## src/pm_smi_regs.svh

```systemverilog
`ifndef PM_SMI_REGS_SVH
`define PM_SMI_REGS_SVH

// configuration indices
`define IDX_TEST_RESERVED 8'h3B
`define IDX_SLEEP_FLAGS 8'h40
`define IDX_WAKE_FLAGS 8'h41
`define IDX_IRQ_MIRROR 8'h42
`define IDX_RESERVED_A 8'h43
`define IDX_RESERVED_B 8'h44
`define IDX_SMI_ENABLES 8'h45

// reset values
`define CFG_RESET_VAL 8'h00
`define FLAGS_RESET_VAL 4'h0
`define INDEX_RESET_VAL 8'h00

// device bit positions in the flag registers
`define BIT_PRINTER 3
`define BIT_FLOPPY 2
`define BIT_SERIAL_A 1
`define BIT_SERIAL_B 0

// widths
`define DEV_COUNT 4
`define CFG_DATA_W 8
`define PRT_PIN_W 5
`define MODEM_PIN_W 4
`define MOTOR_W 4

`endif

```

## src/pm_smi_pkg.sv

```systemverilog
package pm_smi_pkg;
   `include "pm_smi_regs.svh"

   typedef enum logic {
      PD_WORK,
      PD_SLEEP
   } pd_state_e;

   // one host access cycle on the index/data port pair
   typedef struct packed {
      logic wr;
      logic rd;
      logic data_port;
      logic [`CFG_DATA_W-1:0] wdata;
   } cfg_req_s;

   // activity and idle qualifiers of one serial port
   typedef struct packed {
      logic access;
      logic irq;
      logic rx_start;
      logic tx_start;
      logic rx_idle;
      logic tx_empty;
   } uart_act_s;

   // generic activity bundle into a power-down machine
   typedef struct packed {
      logic activity;
      logic idle_ok;
      logic pm_enable;
   } pd_in_s;
endpackage

```

## src/pm_status_smi_logic.sv

```systemverilog
`timescale 1ns/10ps
module pm_status_smi_logic
   import pm_smi_pkg::*;
#(
   parameter int CNT_W = 8
) (
   input wire logic clk,
   input wire logic rstn,
   input wire pm_smi_pkg::cfg_req_s cfg_req,
   input wire logic ext_func_mode,
   output logic [7:0] cfg_rdata,
   input wire logic chip_power_mgmt_enable,
   input wire logic [3:0] device_pm_enable,
   input wire logic smi_pin_enable,
   input wire logic serial_irq_mode,
   input wire logic idle_tick,
   input wire logic [CNT_W-1:0] printer_idle_count,
   input wire logic [CNT_W-1:0] floppy_idle_count,
   input wire logic [CNT_W-1:0] serial_a_idle_count,
   input wire logic [CNT_W-1:0] serial_b_idle_count,
   input wire logic printer_access,
   input wire logic printer_irq,
   input wire logic printer_dack,
   input wire logic [4:0] printer_status_pins,
   input wire logic floppy_access,
   input wire logic floppy_irq,
   input wire logic floppy_dack,
   input wire logic [3:0] floppy_digital_output_reg,
   input wire pm_smi_pkg::uart_act_s serial_a_act,
   input wire logic [3:0] serial_a_modem_pins,
   input wire pm_smi_pkg::uart_act_s serial_b_act,
   input wire logic [3:0] serial_b_modem_pins,
   output logic smi_logic_out,
   output logic smi_out,
   output logic serial_irq_smi_req,
   output logic [3:0] device_sleeping
);
   typedef struct packed {
      logic [7:0] index;
      logic [3:0] sleep_flags;
      logic [3:0] wake_flags;
      logic [3:0] smi_enables;
      logic [7:0] test_reserved;
      logic [7:0] reserved_a;
      logic [7:0] reserved_b;
      logic [7:0] rdata;
      logic smi_logic;
      logic smi;
      logic serirq_req;
      logic [4:0] prt_s1;
      logic [4:0] prt_s2;
      logic [4:0] prt_s3;
      logic [3:0] mdm_a_s1;
      logic [3:0] mdm_a_s2;
      logic [3:0] mdm_a_s3;
      logic [3:0] mdm_b_s1;
      logic [3:0] mdm_b_s2;
      logic [3:0] mdm_b_s3;
      logic [3:0] motor_q;
   } core_regs_s;

   core_regs_s r;
   core_regs_s next_r;

   logic [3:0] irq_lines;
   logic [3:0] enter_sleep;
   logic [3:0] wake;
   logic [3:0] sleeping;
   logic [3:0] activity;
   logic [3:0] idle_ok;
   logic [3:0] w1c_sleep;
   logic [3:0] w1c_wake;
   logic prt_pin_edge;
   logic mdm_a_edge;
   logic mdm_b_edge;
   logic motor_rise;
   logic cfg_write;
   logic cfg_read;
   logic data_write;
   logic [7:0] read_mux;
   logic [CNT_W-1:0] init_count [4];
   pd_in_s pd_in [4];

   // raw irq lines in register bit order
   always_comb begin
      irq_lines = '0;
      irq_lines[`BIT_PRINTER] = printer_irq;
      irq_lines[`BIT_FLOPPY] = floppy_irq;
      irq_lines[`BIT_SERIAL_A] = serial_a_act.irq;
      irq_lines[`BIT_SERIAL_B] = serial_b_act.irq;
   end

   // transitions seen on synchronised pins, and rises of the unsynchronised floppy motor bits
   assign prt_pin_edge = |(r.prt_s2 ^ r.prt_s3);
   assign mdm_a_edge = |(r.mdm_a_s2 ^ r.mdm_a_s3);
   assign mdm_b_edge = |(r.mdm_b_s2 ^ r.mdm_b_s3);
   assign motor_rise = |(floppy_digital_output_reg & ~r.motor_q);

   // wake causes and sleep qualifiers per device
   always_comb begin
      activity = '0;
      idle_ok = '0;
      activity[`BIT_PRINTER] = printer_access | printer_irq | printer_dack | prt_pin_edge;
      idle_ok[`BIT_PRINTER] = ~prt_pin_edge;
      activity[`BIT_FLOPPY] = floppy_access | floppy_irq | floppy_dack | motor_rise;
      idle_ok[`BIT_FLOPPY] = ~|floppy_digital_output_reg;
      activity[`BIT_SERIAL_A] = serial_a_act.access | serial_a_act.irq | serial_a_act.rx_start
                              | serial_a_act.tx_start | mdm_a_edge;
      idle_ok[`BIT_SERIAL_A] = serial_a_act.rx_idle & serial_a_act.tx_empty & ~mdm_a_edge;
      activity[`BIT_SERIAL_B] = serial_b_act.access | serial_b_act.irq | serial_b_act.rx_start
                              | serial_b_act.tx_start | mdm_b_edge;
      idle_ok[`BIT_SERIAL_B] = serial_b_act.rx_idle & serial_b_act.tx_empty & ~mdm_b_edge;
   end

   always_comb begin
      init_count[`BIT_PRINTER] = printer_idle_count;
      init_count[`BIT_FLOPPY] = floppy_idle_count;
      init_count[`BIT_SERIAL_A] = serial_a_idle_count;
      init_count[`BIT_SERIAL_B] = serial_b_idle_count;
   end

   // one power-down machine per device
   for (genvar d = 0; d < `DEV_COUNT; d++) begin : g_pd
      always_comb begin
         pd_in[d].activity = activity[d];
         pd_in[d].idle_ok = idle_ok[d];
         pd_in[d].pm_enable = chip_power_mgmt_enable & device_pm_enable[d];
      end

      pm_power_down #(
         .CNT_W(CNT_W)
      ) u_pd (
         .clk(clk),
         .rstn(rstn),
         .tick(idle_tick),
         .pd_in(pd_in[d]),
         .init_count(init_count[d]),
         .sleeping(sleeping[d]),
         .enter_sleep(enter_sleep[d]),
         .wake(wake[d])
      );
   end

   // host access decode
   assign cfg_write = cfg_req.wr & ext_func_mode;
   assign cfg_read = cfg_req.rd & ext_func_mode;
   assign data_write = cfg_write & cfg_req.data_port;

   always_comb begin
      w1c_sleep = '0;
      w1c_wake = '0;
      if (data_write && r.index == `IDX_SLEEP_FLAGS) begin
         w1c_sleep = cfg_req.wdata[3:0];
      end else if (data_write && r.index == `IDX_WAKE_FLAGS) begin
         w1c_wake = cfg_req.wdata[3:0];
      end
   end

   // read data selection
   always_comb begin
      read_mux = `CFG_RESET_VAL;
      if (!cfg_req.data_port) begin
         read_mux = r.index;
      end else if (r.index == `IDX_TEST_RESERVED) begin
         read_mux = r.test_reserved;
      end else if (r.index == `IDX_SLEEP_FLAGS) begin
         read_mux = {4'h0, r.sleep_flags};
      end else if (r.index == `IDX_WAKE_FLAGS) begin
         read_mux = {4'h0, r.wake_flags};
      end else if (r.index == `IDX_IRQ_MIRROR) begin
         read_mux = {4'h0, irq_lines};
      end else if (r.index == `IDX_RESERVED_A) begin
         read_mux = r.reserved_a;
      end else if (r.index == `IDX_RESERVED_B) begin
         read_mux = r.reserved_b;
      end else if (r.index == `IDX_SMI_ENABLES) begin
         read_mux = {4'h0, r.smi_enables};
      end
   end

   always_comb begin
      next_r = r;
      // two-stage synchronisers and edge history
      next_r.prt_s1 = printer_status_pins;
      next_r.prt_s2 = r.prt_s1;
      next_r.prt_s3 = r.prt_s2;
      next_r.mdm_a_s1 = serial_a_modem_pins;
      next_r.mdm_a_s2 = r.mdm_a_s1;
      next_r.mdm_a_s3 = r.mdm_a_s2;
      next_r.mdm_b_s1 = serial_b_modem_pins;
      next_r.mdm_b_s2 = r.mdm_b_s1;
      next_r.mdm_b_s3 = r.mdm_b_s2;
      next_r.motor_q = floppy_digital_output_reg;

      // index and data port writes
      if (cfg_write && !cfg_req.data_port) begin
         next_r.index = cfg_req.wdata;
      end else if (data_write && r.index == `IDX_TEST_RESERVED) begin
         next_r.test_reserved = cfg_req.wdata;
      end else if (data_write && r.index == `IDX_RESERVED_A) begin
         next_r.reserved_a = cfg_req.wdata;
      end else if (data_write && r.index == `IDX_RESERVED_B) begin
         next_r.reserved_b = cfg_req.wdata;
      end else if (data_write && r.index == `IDX_SMI_ENABLES) begin
         next_r.smi_enables = cfg_req.wdata[3:0];
      end

      // flags: hardware set beats clear
      for (int d = 0; d < `DEV_COUNT; d++) begin
         if (enter_sleep[d]) begin
            next_r.sleep_flags[d] = 1'b1;
         end else if (wake[d] || w1c_sleep[d]) begin
            next_r.sleep_flags[d] = 1'b0;
         end
         if (wake[d]) begin
            next_r.wake_flags[d] = 1'b1;
         end else if (enter_sleep[d] || w1c_wake[d]) begin
            next_r.wake_flags[d] = 1'b0;
         end
      end

      // smi generation
      next_r.smi_logic = |(irq_lines & r.smi_enables);
      next_r.smi = next_r.smi_logic & smi_pin_enable & chip_power_mgmt_enable;
      next_r.serirq_req = next_r.smi & serial_irq_mode;

      // read data held until the next read
      if (cfg_read) begin
         next_r.rdata = read_mux;
      end
   end

   always_ff @(posedge clk or negedge rstn) begin
      if (!rstn) begin
         r <= '0;
         r.index <= `INDEX_RESET_VAL;
         r.sleep_flags <= `FLAGS_RESET_VAL;
         r.wake_flags <= `FLAGS_RESET_VAL;
         r.smi_enables <= `FLAGS_RESET_VAL;
         r.test_reserved <= `CFG_RESET_VAL;
         r.reserved_a <= `CFG_RESET_VAL;
         r.reserved_b <= `CFG_RESET_VAL;
         r.rdata <= `CFG_RESET_VAL;
      end else begin
         r <= next_r;
      end
   end

   assign cfg_rdata = r.rdata;
   assign smi_logic_out = r.smi_logic;
   assign smi_out = r.smi;
   assign serial_irq_smi_req = r.serirq_req;
   assign device_sleeping = sleeping;
endmodule // pm_status_smi_logic

```

## src/pm_power_down.sv

```systemverilog
`timescale 1ns/10ps
module pm_power_down
   import pm_smi_pkg::*;
#(
   parameter int CNT_W = 8
) (
   input wire logic clk,
   input wire logic rstn,
   input wire logic tick,
   input wire pm_smi_pkg::pd_in_s pd_in,
   input wire logic [CNT_W-1:0] init_count,
   output logic sleeping,
   output logic enter_sleep,
   output logic wake
);
   typedef struct packed {
      pd_state_e state;
      logic [CNT_W-1:0] count;
      logic enter_sleep;
      logic wake;
   } pd_regs_s;

   pd_regs_s r;
   pd_regs_s next_r;

   always_comb begin
      next_r = r;
      next_r.enter_sleep = 1'b0;
      next_r.wake = 1'b0;
      if (!pd_in.pm_enable || init_count == '0) begin
         // disabled or zero count: hold the present state
         next_r.count = r.count;
      end else if (pd_in.activity) begin
         next_r.count = init_count;
         if (r.state == PD_SLEEP) begin
            next_r.state = PD_WORK;
            next_r.wake = 1'b1;
         end
      end else if (r.state == PD_WORK) begin
         if (!pd_in.idle_ok) begin
            next_r.count = init_count;
         end else if (tick) begin
            if (r.count <= CNT_W'(1)) begin
               next_r.count = '0;
               next_r.state = PD_SLEEP;
               next_r.enter_sleep = 1'b1;
            end else begin
               next_r.count = r.count - CNT_W'(1);
            end
         end
      end
   end

   always_ff @(posedge clk or negedge rstn) begin
      if (!rstn) begin
         r <= '{state: PD_WORK, count: '0, enter_sleep: 1'b0, wake: 1'b0};
      end else begin
         r <= next_r;
      end
   end

   assign sleeping = (r.state == PD_SLEEP);
   assign enter_sleep = r.enter_sleep;
   assign wake = r.wake;
endmodule // pm_power_down

```

## config.mk

```make
export PLATFORM = sky130hd
export DESIGN_NAME = pm_status_smi_logic
export DESIGN_NICKNAME = d
export VERILOG_FILES = /design/src/pm_smi_pkg.sv /design/src/pm_status_smi_logic.sv /design/src/pm_power_down.sv
export VERILOG_INCLUDE_DIRS = /design/src
export SDC_FILE = /design/constraint.sdc
export NUM_CORES = 1
export LEC_CHECK = 0
export ABC_AREA = 0
export BUFFER_PORTS_ARGS = -buffer_cell sky130_fd_sc_hd__buf_2
export CORE_MARGIN = 3
export CORE_UTILIZATION = 59
export CTS_BUF_LIST = sky130_fd_sc_hd__clkbuf_2
export DETAILED_ROUTE_END_ITERATION = 12
export GPL_TIMING_DRIVEN = 0
export PLACE_DENSITY = 0.84
export SLEW_MARGIN = 20
export SYNTH_ARGS = -nofsm -noshare
export SYNTH_HDL_FRONTEND = slang
export SYNTH_SLANG_ARGS = --single-unit
```

## constraint.sdc

```tcl
create_clock -name clk -period 2.63 [get_ports clk]
set_clock_uncertainty 0.05 [all_clocks]
set_input_delay 0.1315 -clock clk [delete_from_list [all_inputs] [get_ports clk]]
set_output_delay 0.1315 -clock clk [all_outputs]
set_load 0.01 [all_outputs]
```

# Yosys cells after proc, flatten, opt, wreduce, memory -nomap -nowiden
# Cells that the tools add are included.
dict set report word_totals {
  ff_bits 142
  latchBits 0
  ramBits 0
  romBits 0
  input_bits 89
  out_inout_bits 15
  mem_count 0
}
dict set report op_classes {
  n_addsub 4
  n_mul 0
  n_div 0
  order_cmp 4
  n_eq_ne 13
  shift 0
  muxes 75
  n_bitwise 44
  n_reduce_logical 52
}
# op count
set ops {}
lappend ops {{8-bit two-way mux} 15}
lappend ops {{10-bit two-way mux} 8}
lappend ops {{8-bit by 7-bit == test with 1-bit output, second input constant} 6}
lappend ops {{1-bit two-way mux} 40}
lappend ops {{9-bit two-way mux} 4}
lappend ops {{8-bit by 1-bit less-or-equal comparator with 1-bit output, second input constant} 4}
lappend ops {{8-bit logical NOT} 4}
lappend ops {{8-bit by 1-bit subtractor with 8-bit output, second input constant} 4}
lappend ops {{4-bit OR reduction} 5}
lappend ops {{4-bit two-way mux} 4}
lappend ops {{2-bit nonzero test} 8}
lappend ops {{3-bit AND reduction} 5}
lappend ops {{1-bit bitwise AND} 14}
lappend ops {{1-bit bitwise OR} 14}
lappend ops {{1-bit logical OR} 12}
lappend ops {{1-bit inverter} 10}
lappend ops {{4-bit bitwise AND} 2}
lappend ops {{8-bit by 6-bit == test with 1-bit output, second input constant} 1}
lappend ops {{2-bit two-way mux} 4}
lappend ops {{2-bit != test, second input constant} 4}
lappend ops {{4-bit XOR} 2}
lappend ops {{1-bit logical AND} 7}
lappend ops {{3-bit != test, second input constant} 2}
lappend ops {{3-bit nonzero test} 2}
lappend ops {{7 further kinds} 11}

# Longest topological paths before layout
# Gate-level depths: netlist (run 1).
dict set report depth {
  word_depth 9
  mapped_depth 8
  depth_no_buf 7
}

# Modules after synthesis
# Synthesis (run 1) repeated with hierarchy kept, for this count alone.
dict set report hier_totals {
  cells_unflattened 681
  area_unflattened_um2 7229.4
}
# mod n_inst cells_per_inst area_per_inst_um2
set by_module_without_submodules {}
lappend by_module_without_submodules {pm_status_smi_logic 1 344 4182.8}
lappend by_module_without_submodules {{pm_power_down (g_pd[0].u_pd ...)} 3 87 772.0}
lappend by_module_without_submodules {{pm_power_down (g_pd[3].u_pd)} 1 76 730.7}

# Worst setup path before layout (run 1)
# OpenSTA, ideal clock, no wires.
dict set report synth_path {
  kind {reg2reg}
  startpoint {register r[94] (netlist bit)}
  endpoint {register r[54] (netlist bit)}
  t_arrival_ns 2.013
  path_slack_ns 0.442
  stages_incl_launch_ff 6
  n_path_buf 1
  period_less_slack_ns 2.188
  cell_sequence {dfrtp_1 or4b_1 buf_4 nor3b_4 nor3b_4 mux2_2}
}
dict set report synth_between {
  elab_chain_cells 4
  elab_cells_between_ends 9
  classes_between {eq/ne: 3; bitwise: 2; reduce/logical: 4}
}
# item line_no
set synth_lines {}
lappend synth_lines {{from (decl)} pm_status_smi_logic.sv:62} ;# core_regs_s r;
lappend synth_lines {{from (signal assigned)} pm_status_smi_logic.sv:245} ;# r <= next_r;
lappend synth_lines {{8-bit by 7-bit == test with 1-bit output (no source line) or 8-bit by 6-bit == test with 1-bit output (tied branches)} n/a}
lappend synth_lines {{1-bit logical AND (no source line)} n/a}
lappend synth_lines {{1-bit inverter (no source line)} n/a}
lappend synth_lines {{4-bit AND reduction (no source line) *} n/a}
# Mark *: on every way between the ends. The rest lies on a longest branch, timed or not.
# A chain may end at the register's enable or synchronous reset.

==> metrics.csv, run 1 <==
metric,value,unit
Skew-Pair Late Insertion Delay,0.76,ns
proportion of power drawn by flip-flops and latches,53.3,%
proportion of power drawn by the clock network,26.1,%
Met2 Wirelength,10700,um
final worst-path setup slack,0.0251,ns
CTS root buffer,clkbuf_2,
drt total wl,20500,um
count of state elements after synthesis,142,
Cell Int Power,3.23,mW
hpwl dp,11800,um
pin count of the biggest net entering global routing,96,
vias in the first global route,6666,
Static Leakage,4.21,nW
Die ar.,0.0131,mm2
Logic pwr share,20.6,%
count of nets after finishing,988,
area of the mapped netlist,0.00695,mm2
Slew HR,26.3,%
net switching fraction of the power,31.1,%
Post-Synthesis Mean Instance Area,10.9,um2
"buffers from clock root to sink, at most",2,
compound-gate portion of the synthesized area,17.8,%
most used cells in the layout excluding fill and tap cells,"dfrtp_1 (141), dlygate4sd3_1 (132), buf_2 (105)",
fraction of registers with async set/reset,100,%
reg2reg end,g_pd[1].u_pd.sleeping$_DFFE_PN0P_,
unrepaired setup endpoints after global routing,yes,
reg2reg start,g_pd[1].u_pd.r[5]$_DFFE_PN0P_,
number of DRC violations after detailed routing,0,
total via count after detailed routing,6624,
largest voltage drop on the vdd net,0.399,mV
instance count along the most critical hold path,5,
"post-synthesis share of cell area spent on and, or, nand and nor gates",16.1,%
share of the synthesized netlist area taken by xor and xnor gates,1.64,%
first-pass GRT wire length,32600,um
number of hold violations in the final report,0,
pre-CTS worst setup slack,-0.00473,ns
total global-route track usage,31.8,%
WP data arrival,3.25,ns
Register-to-Register Path Depth,6,
number of detailed-routing iterations run before antenna repair,6,
final period utilization,99.0,%
fraction of final layout cells sized beyond drive strength 1,25.2,%
required time at the endpoint of the critical path,3.28,ns
area delta synth->final,35.1,%
Initial Utilization,60.6,%
Post-Route M1 WL,7560,um
result of the run,completed,
number of antenna violations at the first check in global routing,1,
endpoint of the worst hold path,g_pd[3].u_pd.r[8]$_DFFE_PN0P_,
sequential fraction of the synthesis area,51.1,%
critical setup path kind,in -> reg,
switching power,1.46,mW
combinational family with the most area after synthesis,compound AO/OA/AOI/OAI gates,
met3 wirelength from detailed routing,1500,um
highest fanout seen on the critical path,5,
highest attainable clock frequency,384,MHz
GRT overflow,0,
element type at the critical path start,primary input,
Iter 0 DRT Violations,705,
power density of the placed cells,500,mW/mm2
count of warnings emitted by yosys,0,
hold path startpoint,printer_dack,
Site Rows,39,
CTS H-tree lvls,4,
"Top FF cell, synth",dfrtp_1,
standard cell core area,0.0115,mm2
"setup slack, reg-to-reg",0.05,ns
Max-Cap Viols,0,
Worst Setup End Kind,register,
CTS sink count,142,
"EDFF count, synth",0,
final non-filler cell total,1052,
Hold WC Path Type,in -> reg,
fin crit period,2.60,ns
clock tree from TritonCTS,done,
Tightest Pin Transition,1.10,ns
Post-Route Setup TNS,0,ns
timing startpoint of the critical path,chip_power_mgmt_enable,
total of buffers placed on input and output ports,101,
Vias/cell,6.30,
routability cong.,1.02,
final standard cell utilization of the core,81.9,%
top routing layer used,met4,
horizontal extent of the die,115,um
post-synth net total,733,
number of clock buffers inserted by TritonCTS,17,
number of failing setup endpoints in the final timing report,0,
number of distinct library cells after synthesis,68,
proportion of synthesized area in mux cells,7.52,%
number of cells in the design after placement,881,
residual antenna-violating net count after detailed routing,0,
synthesized-area fraction occupied by adder cells,1.44,%
"most common cell after layout, fill and taps aside",dfrtp_1,
filler cell count in the final layout,642,
number of cells produced by synthesis,636,
total count of max-transition violations in the final report,0,
average detailed-routed wire length per instance,19.5,um
DIE HEIGHT,115,um
# IOs,104,
clock transition at the register clock pins on the worst setup and hold paths after CTS,0.20,ns
## how the worst max path moves through the flow
stage,depth (start not counted),to,slack [ns]
finish,8,g_pd[1].u_pd.wake$_DFF_PN0_,0.03
global route,6,g_pd[1].u_pd.sleeping$_DFFE_PN0P_,-0.08
CTS,9,g_pd[2].u_pd.r[3]$_DFFE_PN0P_,0.02
detailed placement,5,r[57]$_DFFE_PN0P_,-0.005
global placement,1,r[5]$_DFF_PN0_,-0.45
floorplan,5,r[54]$_DFFE_PN0P_,0.44
## through the flow
step           hold slack, ns  total power, mW  cell area, um2
3_3_place_gp            0.190             3.21            7630
6_report               0.0259             4.69            9390
2_1_floorplan          -0.214             2.97            6950
3_5_place_dp          0.00101             3.27            7670
4_1_cts                0.0394             4.60            9250
5_1_grt                0.0397             4.91            9390
## kinds of logic (layout without fill, tap and decap cells)
family,after synthesis,in the layout
compound gates,174,174
flops,142,142
simple gates,187,187
xor+xnor,13,13
fa+ha+maj,8,8
buf+inv,65,333
mux,47,47
other cells,0,5
## flip-flops by register name, indices dropped and copies added (netlist names), 4 cells and up
signal / flops
cfg_rdata: 8
g_pd.u_pd.enter_sleep: 4
g_pd.u_pd.r: 32
g_pd.u_pd.sleeping: 4
g_pd.u_pd.wake: 4
next_r: 26
r: 61
## Yosys cell counts, types with 6 or more instances
cell / instances / area [um2]
and3_1: 6 / 37.5
nand3b_1: 6 / 45.0
and2_1: 7 / 43.8
a211o_1: 6 / 52.6
dfrtp_1: 142 / 3550
nand3_1: 15 / 75.1
nor2_1: 29 / 109
o2bb2ai_1: 10 / 87.6
a221oi_1: 10 / 87.6
nor3_1: 20 / 100
xnor2_1: 11 / 96.3
a21o_1: 6 / 45.0
or3_1: 7 / 43.8
o21ai_0: 32 / 160
a22oi_1: 11 / 82.6
mux2_2: 42 / 473
a21oi_1: 30 / 150
nor4_1: 20 / 125
buf_2: 6 / 30.0
a31oi_1: 6 / 37.5
ha_1: 8 / 100
a22o_1: 7 / 61.3
clkbuf_1: 10 / 37.5
inv_1: 35 / 131
nand2_1: 31 / 116
or4_1: 9 / 67.6
o22ai_1: 10 / 62.6
a221o_1: 6 / 60.1
buf_4: 13 / 97.6
## power by group through the flow
stage / registers [mW] / clock network (mW) / logic [mW]
2_1_floorplan: 2.48 / 0 / 0.485
3_3_place_gp: 2.50 / 0 / 0.710
4_1_cts: 2.48 / 1.22 / 0.901
3_5_place_dp: 2.52 / 0 / 0.749
6_report: 2.50 / 1.23 / 0.967
5_1_grt: 2.52 / 1.33 / 1.05
## metal layers
layer / GRT usage, % / up-vias
met5: 0 / -
met4: 12.7 / 0
met3: 7.72 / 100
met2: 54.9 / 376
met1: 38.2 / 3227
li1: - / 2921
## critical path: stages
cell and delay, ns:
dlygate4sd3_1 0.54, buf_2 0.23, nand2_1 0.07, dlygate4sd3_1 0.58, a21oi_1 0.31, dlygate4sd3_1 0.65
and3_1 0.18, dlygate4sd3_1 0.55
## cell type report
| class | count | area (um2) | share of cell area, % |
|---|---|---|---|
| Multi-Input combinational cell | 429 | 3220 | 34.2 |
| Antenna cell | 5 | 12.5 | 0.133 |
| Timing Repair Buffer | 236 | 1900 | 20.2 |
| Buffer | 30 | 180 | 1.92 |
| Inverter | 35 | 131 | 1.40 |
| Clock inverter | 13 | 124 | 1.32 |
| Clock buffer | 19 | 95.1 | 1.01 |
| Sequential cell | 142 | 3550 | 37.8 |
| Tap cell | 143 | 179 | 1.91 |
## repair_timing
item                                    4_1_cts  5_1_grt
buffers inserted                              0        1
pin swaps                                     0        2
hold buffers                                133        0
endpoints found under the setup margin        4       24
gates resized for setup                       1       20
endpoints found under the hold margin       258        0
Power figures use the tool's default switching activity.
==> inputs of run 2 (changes only) <==
--- a/config.mk
+++ b/config.mk
@@ -12,8 +12,10 @@
 export CORE_UTILIZATION = 59
 export CTS_BUF_LIST = sky130_fd_sc_hd__clkbuf_2
 export DETAILED_ROUTE_END_ITERATION = 12
+export GPL_ROUTABILITY_DRIVEN = 0
 export GPL_TIMING_DRIVEN = 0
 export PLACE_DENSITY = 0.84
+export REMOVE_ABC_BUFFERS = 1
 export SLEW_MARGIN = 20
 export SYNTH_ARGS = -nofsm -noshare
 export SYNTH_HDL_FRONTEND = slang
==> run 2 against run 1 <==
Combinational power fell by 10%. Die area did not move. Design area fell by 2.0%. Sequential power rose by 2%. Clock-buffer cell count fell by 2. Largest power group unchanged.
==> metrics.csv, run 2 (synthesis results as in run 1) <==
metric,value,unit,change
horizontal extent of the die,115,um,unchanged
hpwl dp,11400,um,-3.5%
CTS H-tree lvls,4,,unchanged
vias in the first global route,6589,,-1.2%
# IOs,104,,unchanged
pin count of the biggest net entering global routing,80,,-17%
clock transition at the register clock pins on the worst setup and hold paths after CTS,0.20,ns,about the same
count of nets after finishing,956,,-3.2%
number of antenna violations at the first check in global routing,0,,-1
area taken by multi-input logic gates,0.00320,mm2,-0.47%
Post-Route Setup TNS,0,ns,unchanged
Worst Setup End Kind,register,,
reg2reg start,r[96]$_DFFE_PN0P_,,
highest attainable clock frequency,385,MHz,+0.28%
Critical Path Slowest Stage Cell,o31ai_2,,
kind of cell with the highest combined delay on the critical path,buffers and inverters,,
number of hold violations in the final report,0,,unchanged
number of DRC violations after detailed routing,0,,unchanged
total area of sequential cells,0.00355,mm2,unchanged
residual antenna-violating net count after detailed routing,0,,unchanged
total global-route track usage,31.2,%,-0.58 points
most used cells in the layout excluding fill and tap cells,"dfrtp_1 (141), dlygate4sd3_1 (128), buf_2 (102)",,
number of detailed-routing iterations run before antenna repair,6,,unchanged
Skew-Pair Late Insertion Delay,0.70,ns,-0.06 ns
"most common cell after layout, fill and taps aside",dfrtp_1,,
fraction of final layout cells sized beyond drive strength 1,24.3,%,-0.91 points
DIE HEIGHT,115,um,unchanged
timing startpoint of the critical path,printer_access,,
Tightest Pin Transition,0.763,ns,-0.334 ns
final standard cell utilization of the core,80.3,%,-1.6 points
number of failing setup endpoints in the final timing report,0,,unchanged
Max-Cap Viols,0,,unchanged
final period utilization,98.8,%,-0.28 points
Iter 0 DRT Violations,690,,-2.1%
unrepaired setup endpoints after global routing,no,,
power density of the placed cells,515,mW/mm2,+3.1%
register with the most flip-flops,r,,
clock tree from TritonCTS,done,,
required time at the endpoint of the critical path,3.19,ns,-0.09 ns
final non-filler cell total,1016,,-3.4%
drt total wl,20600,um,+0.12%
average detailed-routed wire length per instance,20.2,um,+3.7%
area delta synth->final,32.4,%,
CTS root buffer,clkbuf_2,,
element type at the critical path start,primary input,,
GRT overflow,0,,unchanged
Site Rows,39,,unchanged
worst hold slack,0.0789,ns,+0.0531 ns
Initial Utilization,60.6,%,unchanged
largest voltage drop on the vdd net,0.772,mV,+94%
number of cells in the design after placement,853,,-3.2%
standard cell core area,0.0115,mm2,unchanged
finished layout cell area,0.00921,mm2,-2.0%
"flip-flop count of the largest register, all copies and words added",61,,unchanged
Die ar.,0.0131,mm2,unchanged
placed standard-cell area,0.00751,mm2,-2.1%
Max stage delay on crit path,0.59,ns,-0.06 ns
hold path startpoint,cfg_req[10],,
result of the run,completed,,
CTS sink count,142,,unchanged
Critical path buffers and inverters,4,,-1
critical setup path kind,in -> reg,,
Vias/cell,6.44,,+2.2%
Hold WC Path Type,in -> reg,,
number of clock buffers inserted by TritonCTS,17,,unchanged
WP data arrival,3.15,ns,-0.10 ns
highest fanout seen on the critical path,7,,+2
"buffers from clock root to sink, at most",2,,unchanged
total via count after detailed routing,6539,,-1.3%
filler cell count in the final layout,622,,-3.1%
most frequent cell on the critical path,dlygate4sd3_1,,
total of buffers placed on input and output ports,103,,+2.0%
total count of max-transition violations in the final report,0,,unchanged
fin crit period,2.60,ns,-0.00733 ns
Static Leakage,4.10,nW,-2.7%
"critical path, cell by cell",dlygate4sd3_1 -> buf_2 -> nor3_1 -> dlygate4sd3_1 -> nand3_1 -> o31ai_2 -> a22oi_1 -> dlygate4sd3_1,,
Slew HR,48.7,%,+22 points
first-pass GRT wire length,32200,um,-1.2%
==> run 2: cell types whose count changed in the layout (fill, tap and decap cells not counted), sizes merged, moves of 2 or more <==
| cell | delta |
|---|---|
| dlygate4sd3 | -4 |
| buf | -18 |
| clkbuf | -12 |
| inv | +2 |
| diode | -4 |
==> run 2: worst paths after layout <==
check                                                     end  slack (ns)  cells past startpoint
worst min register to register           next_r[16]$_DFF_PN0_        0.33                      0
worst max-delay path            g_pd[3].u_pd.r[3]$_DFFE_PN0P_        0.03                      8
min in group asynchronous       g_pd[1].u_pd.r[8]$_DFFE_PN0P_        0.47                      4
worst min-delay path                        r[92]$_DFFE_PN0P_        0.08                      3
max in group asynchronous       g_pd[2].u_pd.r[5]$_DFFE_PN0P_        1.72                      4
worst max register to register              r[59]$_DFFE_PN0P_        0.10                      5
==> run 2: cell type report <==
class | count | area share (%)
Clock inverter | 15 | 1.85
Multi-Input combinational cell | 429 | 34.8
Timing Repair Buffer | 234 | 20.4
Inverter | 35 | 1.43
Sequential cell | 142 | 38.6
Antenna cell | 1 | 0.0272
Tap cell | 143 | 1.94
Clock buffer | 17 | 0.924
==> run 2: worst min-delay path, cell delays in order <==
cell and delay (ns):
buf_2 0.12, nand3_1 0.32, mux2_2 0.22
==> run 2: metrics by stage <==
| stage | total power, mW | setup WS [ns] |
|---|---|---|
| 2_1_floorplan | 2.92 | 0.366 |
| 6_report | 4.74 | 0.0325 |
| 4_1_cts | 4.65 | -0.0292 |
| 5_1_grt | 4.96 | 0.00952 |
| 3_3_place_gp | 3.16 | -0.442 |
| 3_5_place_dp | 3.21 | -0.276 |
==> run 2: power breakdown <==
part           total (mW)  switching, mW  internal (mW)  leakage (nW)
Clock                1.33          0.805          0.529         0.156
Combinational       0.866          0.451          0.415          2.18
Sequential           2.54          0.198           2.35          1.76
==> run 2: per-layer routing <==
metal | vias up | track usage (%) | share of wire (%)
met4 | 0 | 12.7 | 4.0
met5 | - | 0 | 0
met3 | 97 | 7.88 | 7.3
li1 | 2849 | - | -
met2 | 388 | 53.1 | 52
met1 | 3205 | 37.8 | 37
==> run 2: repair_timing <==
item	in CTS	in global routing
resized for setup	2	15
setup buffers	0	1
endpoints found under the setup margin	16	37
hold buffers	120	9
hold endpoints to repair	258	8
==> inputs of run 3 (changes only) <==
==> constraint.sdc (replaced) <==
create_clock -name clk -period 2.63 [get_ports clk]
set_clock_uncertainty 0.05 [all_clocks]
set_input_delay 0.526 -clock clk [delete_from_list [all_inputs] [get_ports clk]]
set_output_delay 0.526 -clock clk [all_outputs]
set_load 0.01 [all_outputs]
==> run 3 against run 2 <==
Final cell count decreased by 11%. Via count decreased by 12%. Clock-buffer cell count unchanged. Sequential share of layout area increased by 5.4 points. Critical endpoint is now r[67]$_DFFE_PN0P_. Combinational power decreased by 19%.
==> metrics.csv, run 3 (synthesis results as in run 1) <==
metric,value,unit,change
result of the run,completed,,
standard cell core area,0.0115,mm2,unchanged
clock transition at the register clock pins on the worst setup and hold paths after CTS,0.19,ns,about the same
power density of the placed cells,562,mW/mm2,+9.1%
placed standard-cell area,0.00751,mm2,unchanged
number of clock buffers inserted by TritonCTS,17,,unchanged
Ant. Diodes,0,,-1
critical setup path kind,reg -> reg,,
drt total wl,16100,um,-22%
"flip-flop count of the largest register, all copies and words added",61,,unchanged
number of hold violations in the final report,0,,unchanged
Tightest Pin Transition,0.962,ns,+0.200 ns
# IOs,104,,unchanged
fraction of final layout cells sized beyond drive strength 1,27.0,%,+2.7 points
Post-Route Setup TNS,0,ns,unchanged
"buffers from clock root to sink, at most",2,,unchanged
highest attainable clock frequency,397,MHz,+3.0%
total count of max-transition violations in the final report,0,,unchanged
largest voltage drop on the vdd net,0.811,mV,+5.0%
area delta synth->final,16.2,%,
Iter 0 DRT Violations,466,,-32%
first-pass GRT wire length,26000,um,-19%
Max-Cap Viols,0,,unchanged
Slew HR,35.5,%,-13 points
area taken by multi-input logic gates,0.00315,mm2,-1.4%
hpwl dp,11400,um,unchanged
WP data arrival,3.05,ns,-0.10 ns
total via count after detailed routing,5779,,-12%
total of buffers placed on input and output ports,103,,unchanged
Initial Utilization,60.6,%,unchanged
most used cells in the layout excluding fill and tap cells,"dfrtp_1 (141), buf_2 (102), mux2_2 (42)",,
vias in the first global route,5545,,-16%
Static Leakage,3.64,nW,-11%
average detailed-routed wire length per instance,17.7,um,-13%
filler cell count in the final layout,818,,+32%
number of DRC violations after detailed routing,0,,unchanged
GRT overflow,0,,unchanged
Die ar.,0.0131,mm2,unchanged
residual antenna-violating net count after detailed routing,0,,unchanged
fin crit period,2.52,ns,-0.0760 ns
Hold WC Path Type,in -> reg,,
unrepaired setup endpoints after global routing,no,,
finished layout cell area,0.00808,mm2,-12%
Site Rows,39,,unchanged
number of detailed-routing iterations run before antenna repair,6,,unchanged
count of nets after finishing,850,,-11%
clock tree from TritonCTS,done,,
"most common cell after layout, fill and taps aside",dfrtp_1,,
final period utilization,95.9,%,-2.9 points
number of antenna violations at the first check in global routing,0,,unchanged
CTS sink count,142,,unchanged
total area of sequential cells,0.00355,mm2,unchanged
number of failing setup endpoints in the final timing report,0,,unchanged
DIE HEIGHT,115,um,unchanged
Vias/cell,6.36,,-1.2%
horizontal extent of the die,115,um,unchanged
CTS root buffer,clkbuf_2,,
element type at the critical path start,register,,
register with the most flip-flops,r,,
required time at the endpoint of the critical path,3.15,ns,-0.04 ns
pin count of the biggest net entering global routing,80,,unchanged
Overall Power,4.54,mW,-4.2%
Skew-Pair Late Insertion Delay,0.68,ns,-0.02 ns
total global-route track usage,24.9,%,-6.3 points
Worst Setup End Kind,register,,
worst hold slack,0.0839,ns,+0.00494 ns
CTS H-tree lvls,4,,unchanged
highest fanout seen on the critical path,8,,+1
==> run 3: worst paths after layout <==
path / startpoint / cells past startpoint / slack, ns / to
setup reg to reg: r[96]$_DFFE_PN0P_ / 3 / 0.11 / r[67]$_DFFE_PN0P_
setup / recovery: r[96]$_DFFE_PN0P_ / 3 / 0.11 / r[67]$_DFFE_PN0P_
hold reg to reg: next_r[10]$_DFF_PN0_ / 0 / 0.31 / next_r[6]$_DFF_PN0_
max in group asynchronous: rstn / 3 / 1.52 / r[30]$_DFF_PN0_
hold / removal: cfg_req[4] / 2 / 0.08 / r[66]$_DFFE_PN0P_
min in group asynchronous: rstn / 2 / 0.30 / r[76]$_DFFE_PN0P_
==> run 3: cell type report <==
type                            count  share of cell area, %
Tap cell                          143                   2.21
Multi-Input combinational cell    429                   39.0
Timing Repair Buffer              128                   9.94
Clock buffer                       17                   1.05
Inverter                           35                   1.63
Clock inverter                     15                   2.11
Sequential cell                   142                   44.0
==> run 3: per-layer routing <==
metal  wire (um)  vias up  GRT usage, %
met3        1050       40          6.24
met5           0        -             0
li1            -     2644             -
met1        6860     2824          33.1
met2        7790      271          40.2
met4         374        0          8.31
==> run 3: report_power, final <==
group / total (mW) / switching, mW / internal (mW) / leakage [nW]
sequential: 2.53 / 0.185 / 2.34 / 1.76
combinational: 0.704 / 0.390 / 0.314 / 1.72
clock: 1.31 / 0.780 / 0.529 / 0.156
==> run 3: timing repair <==
action                                  4_1_cts  5_1_grt
hold endpoints to repair                     81       10
endpoints found under the setup margin       16       35
hold buffers                                 19        4
buffers inserted                              0        1
gates resized for setup                       2        8
==> run 3: per-stage QoR <==
| step | utilization, % | setup WS [ns] | std cells |
|---|---|---|---|
| 2_1_floorplan | - | 0.0228 | 606 |
| 3_3_place_gp | 65.1 | -0.837 | 852 |
| 3_5_place_dp | 65.5 | -0.671 | 853 |
| 4_1_cts | 69.5 | -0.0292 | 904 |
| 5_1_grt | 70.4 | 0.0170 | 909 |
| 6_report | 70.4 | 0.108 | 909 |
==> run 3: critical path, cell delays in order, from the launching register on <==
cell,delay (ns)
dfrtp_1,0.53
or4b_1,0.68
nor4_4,0.76
mux2_2,0.41
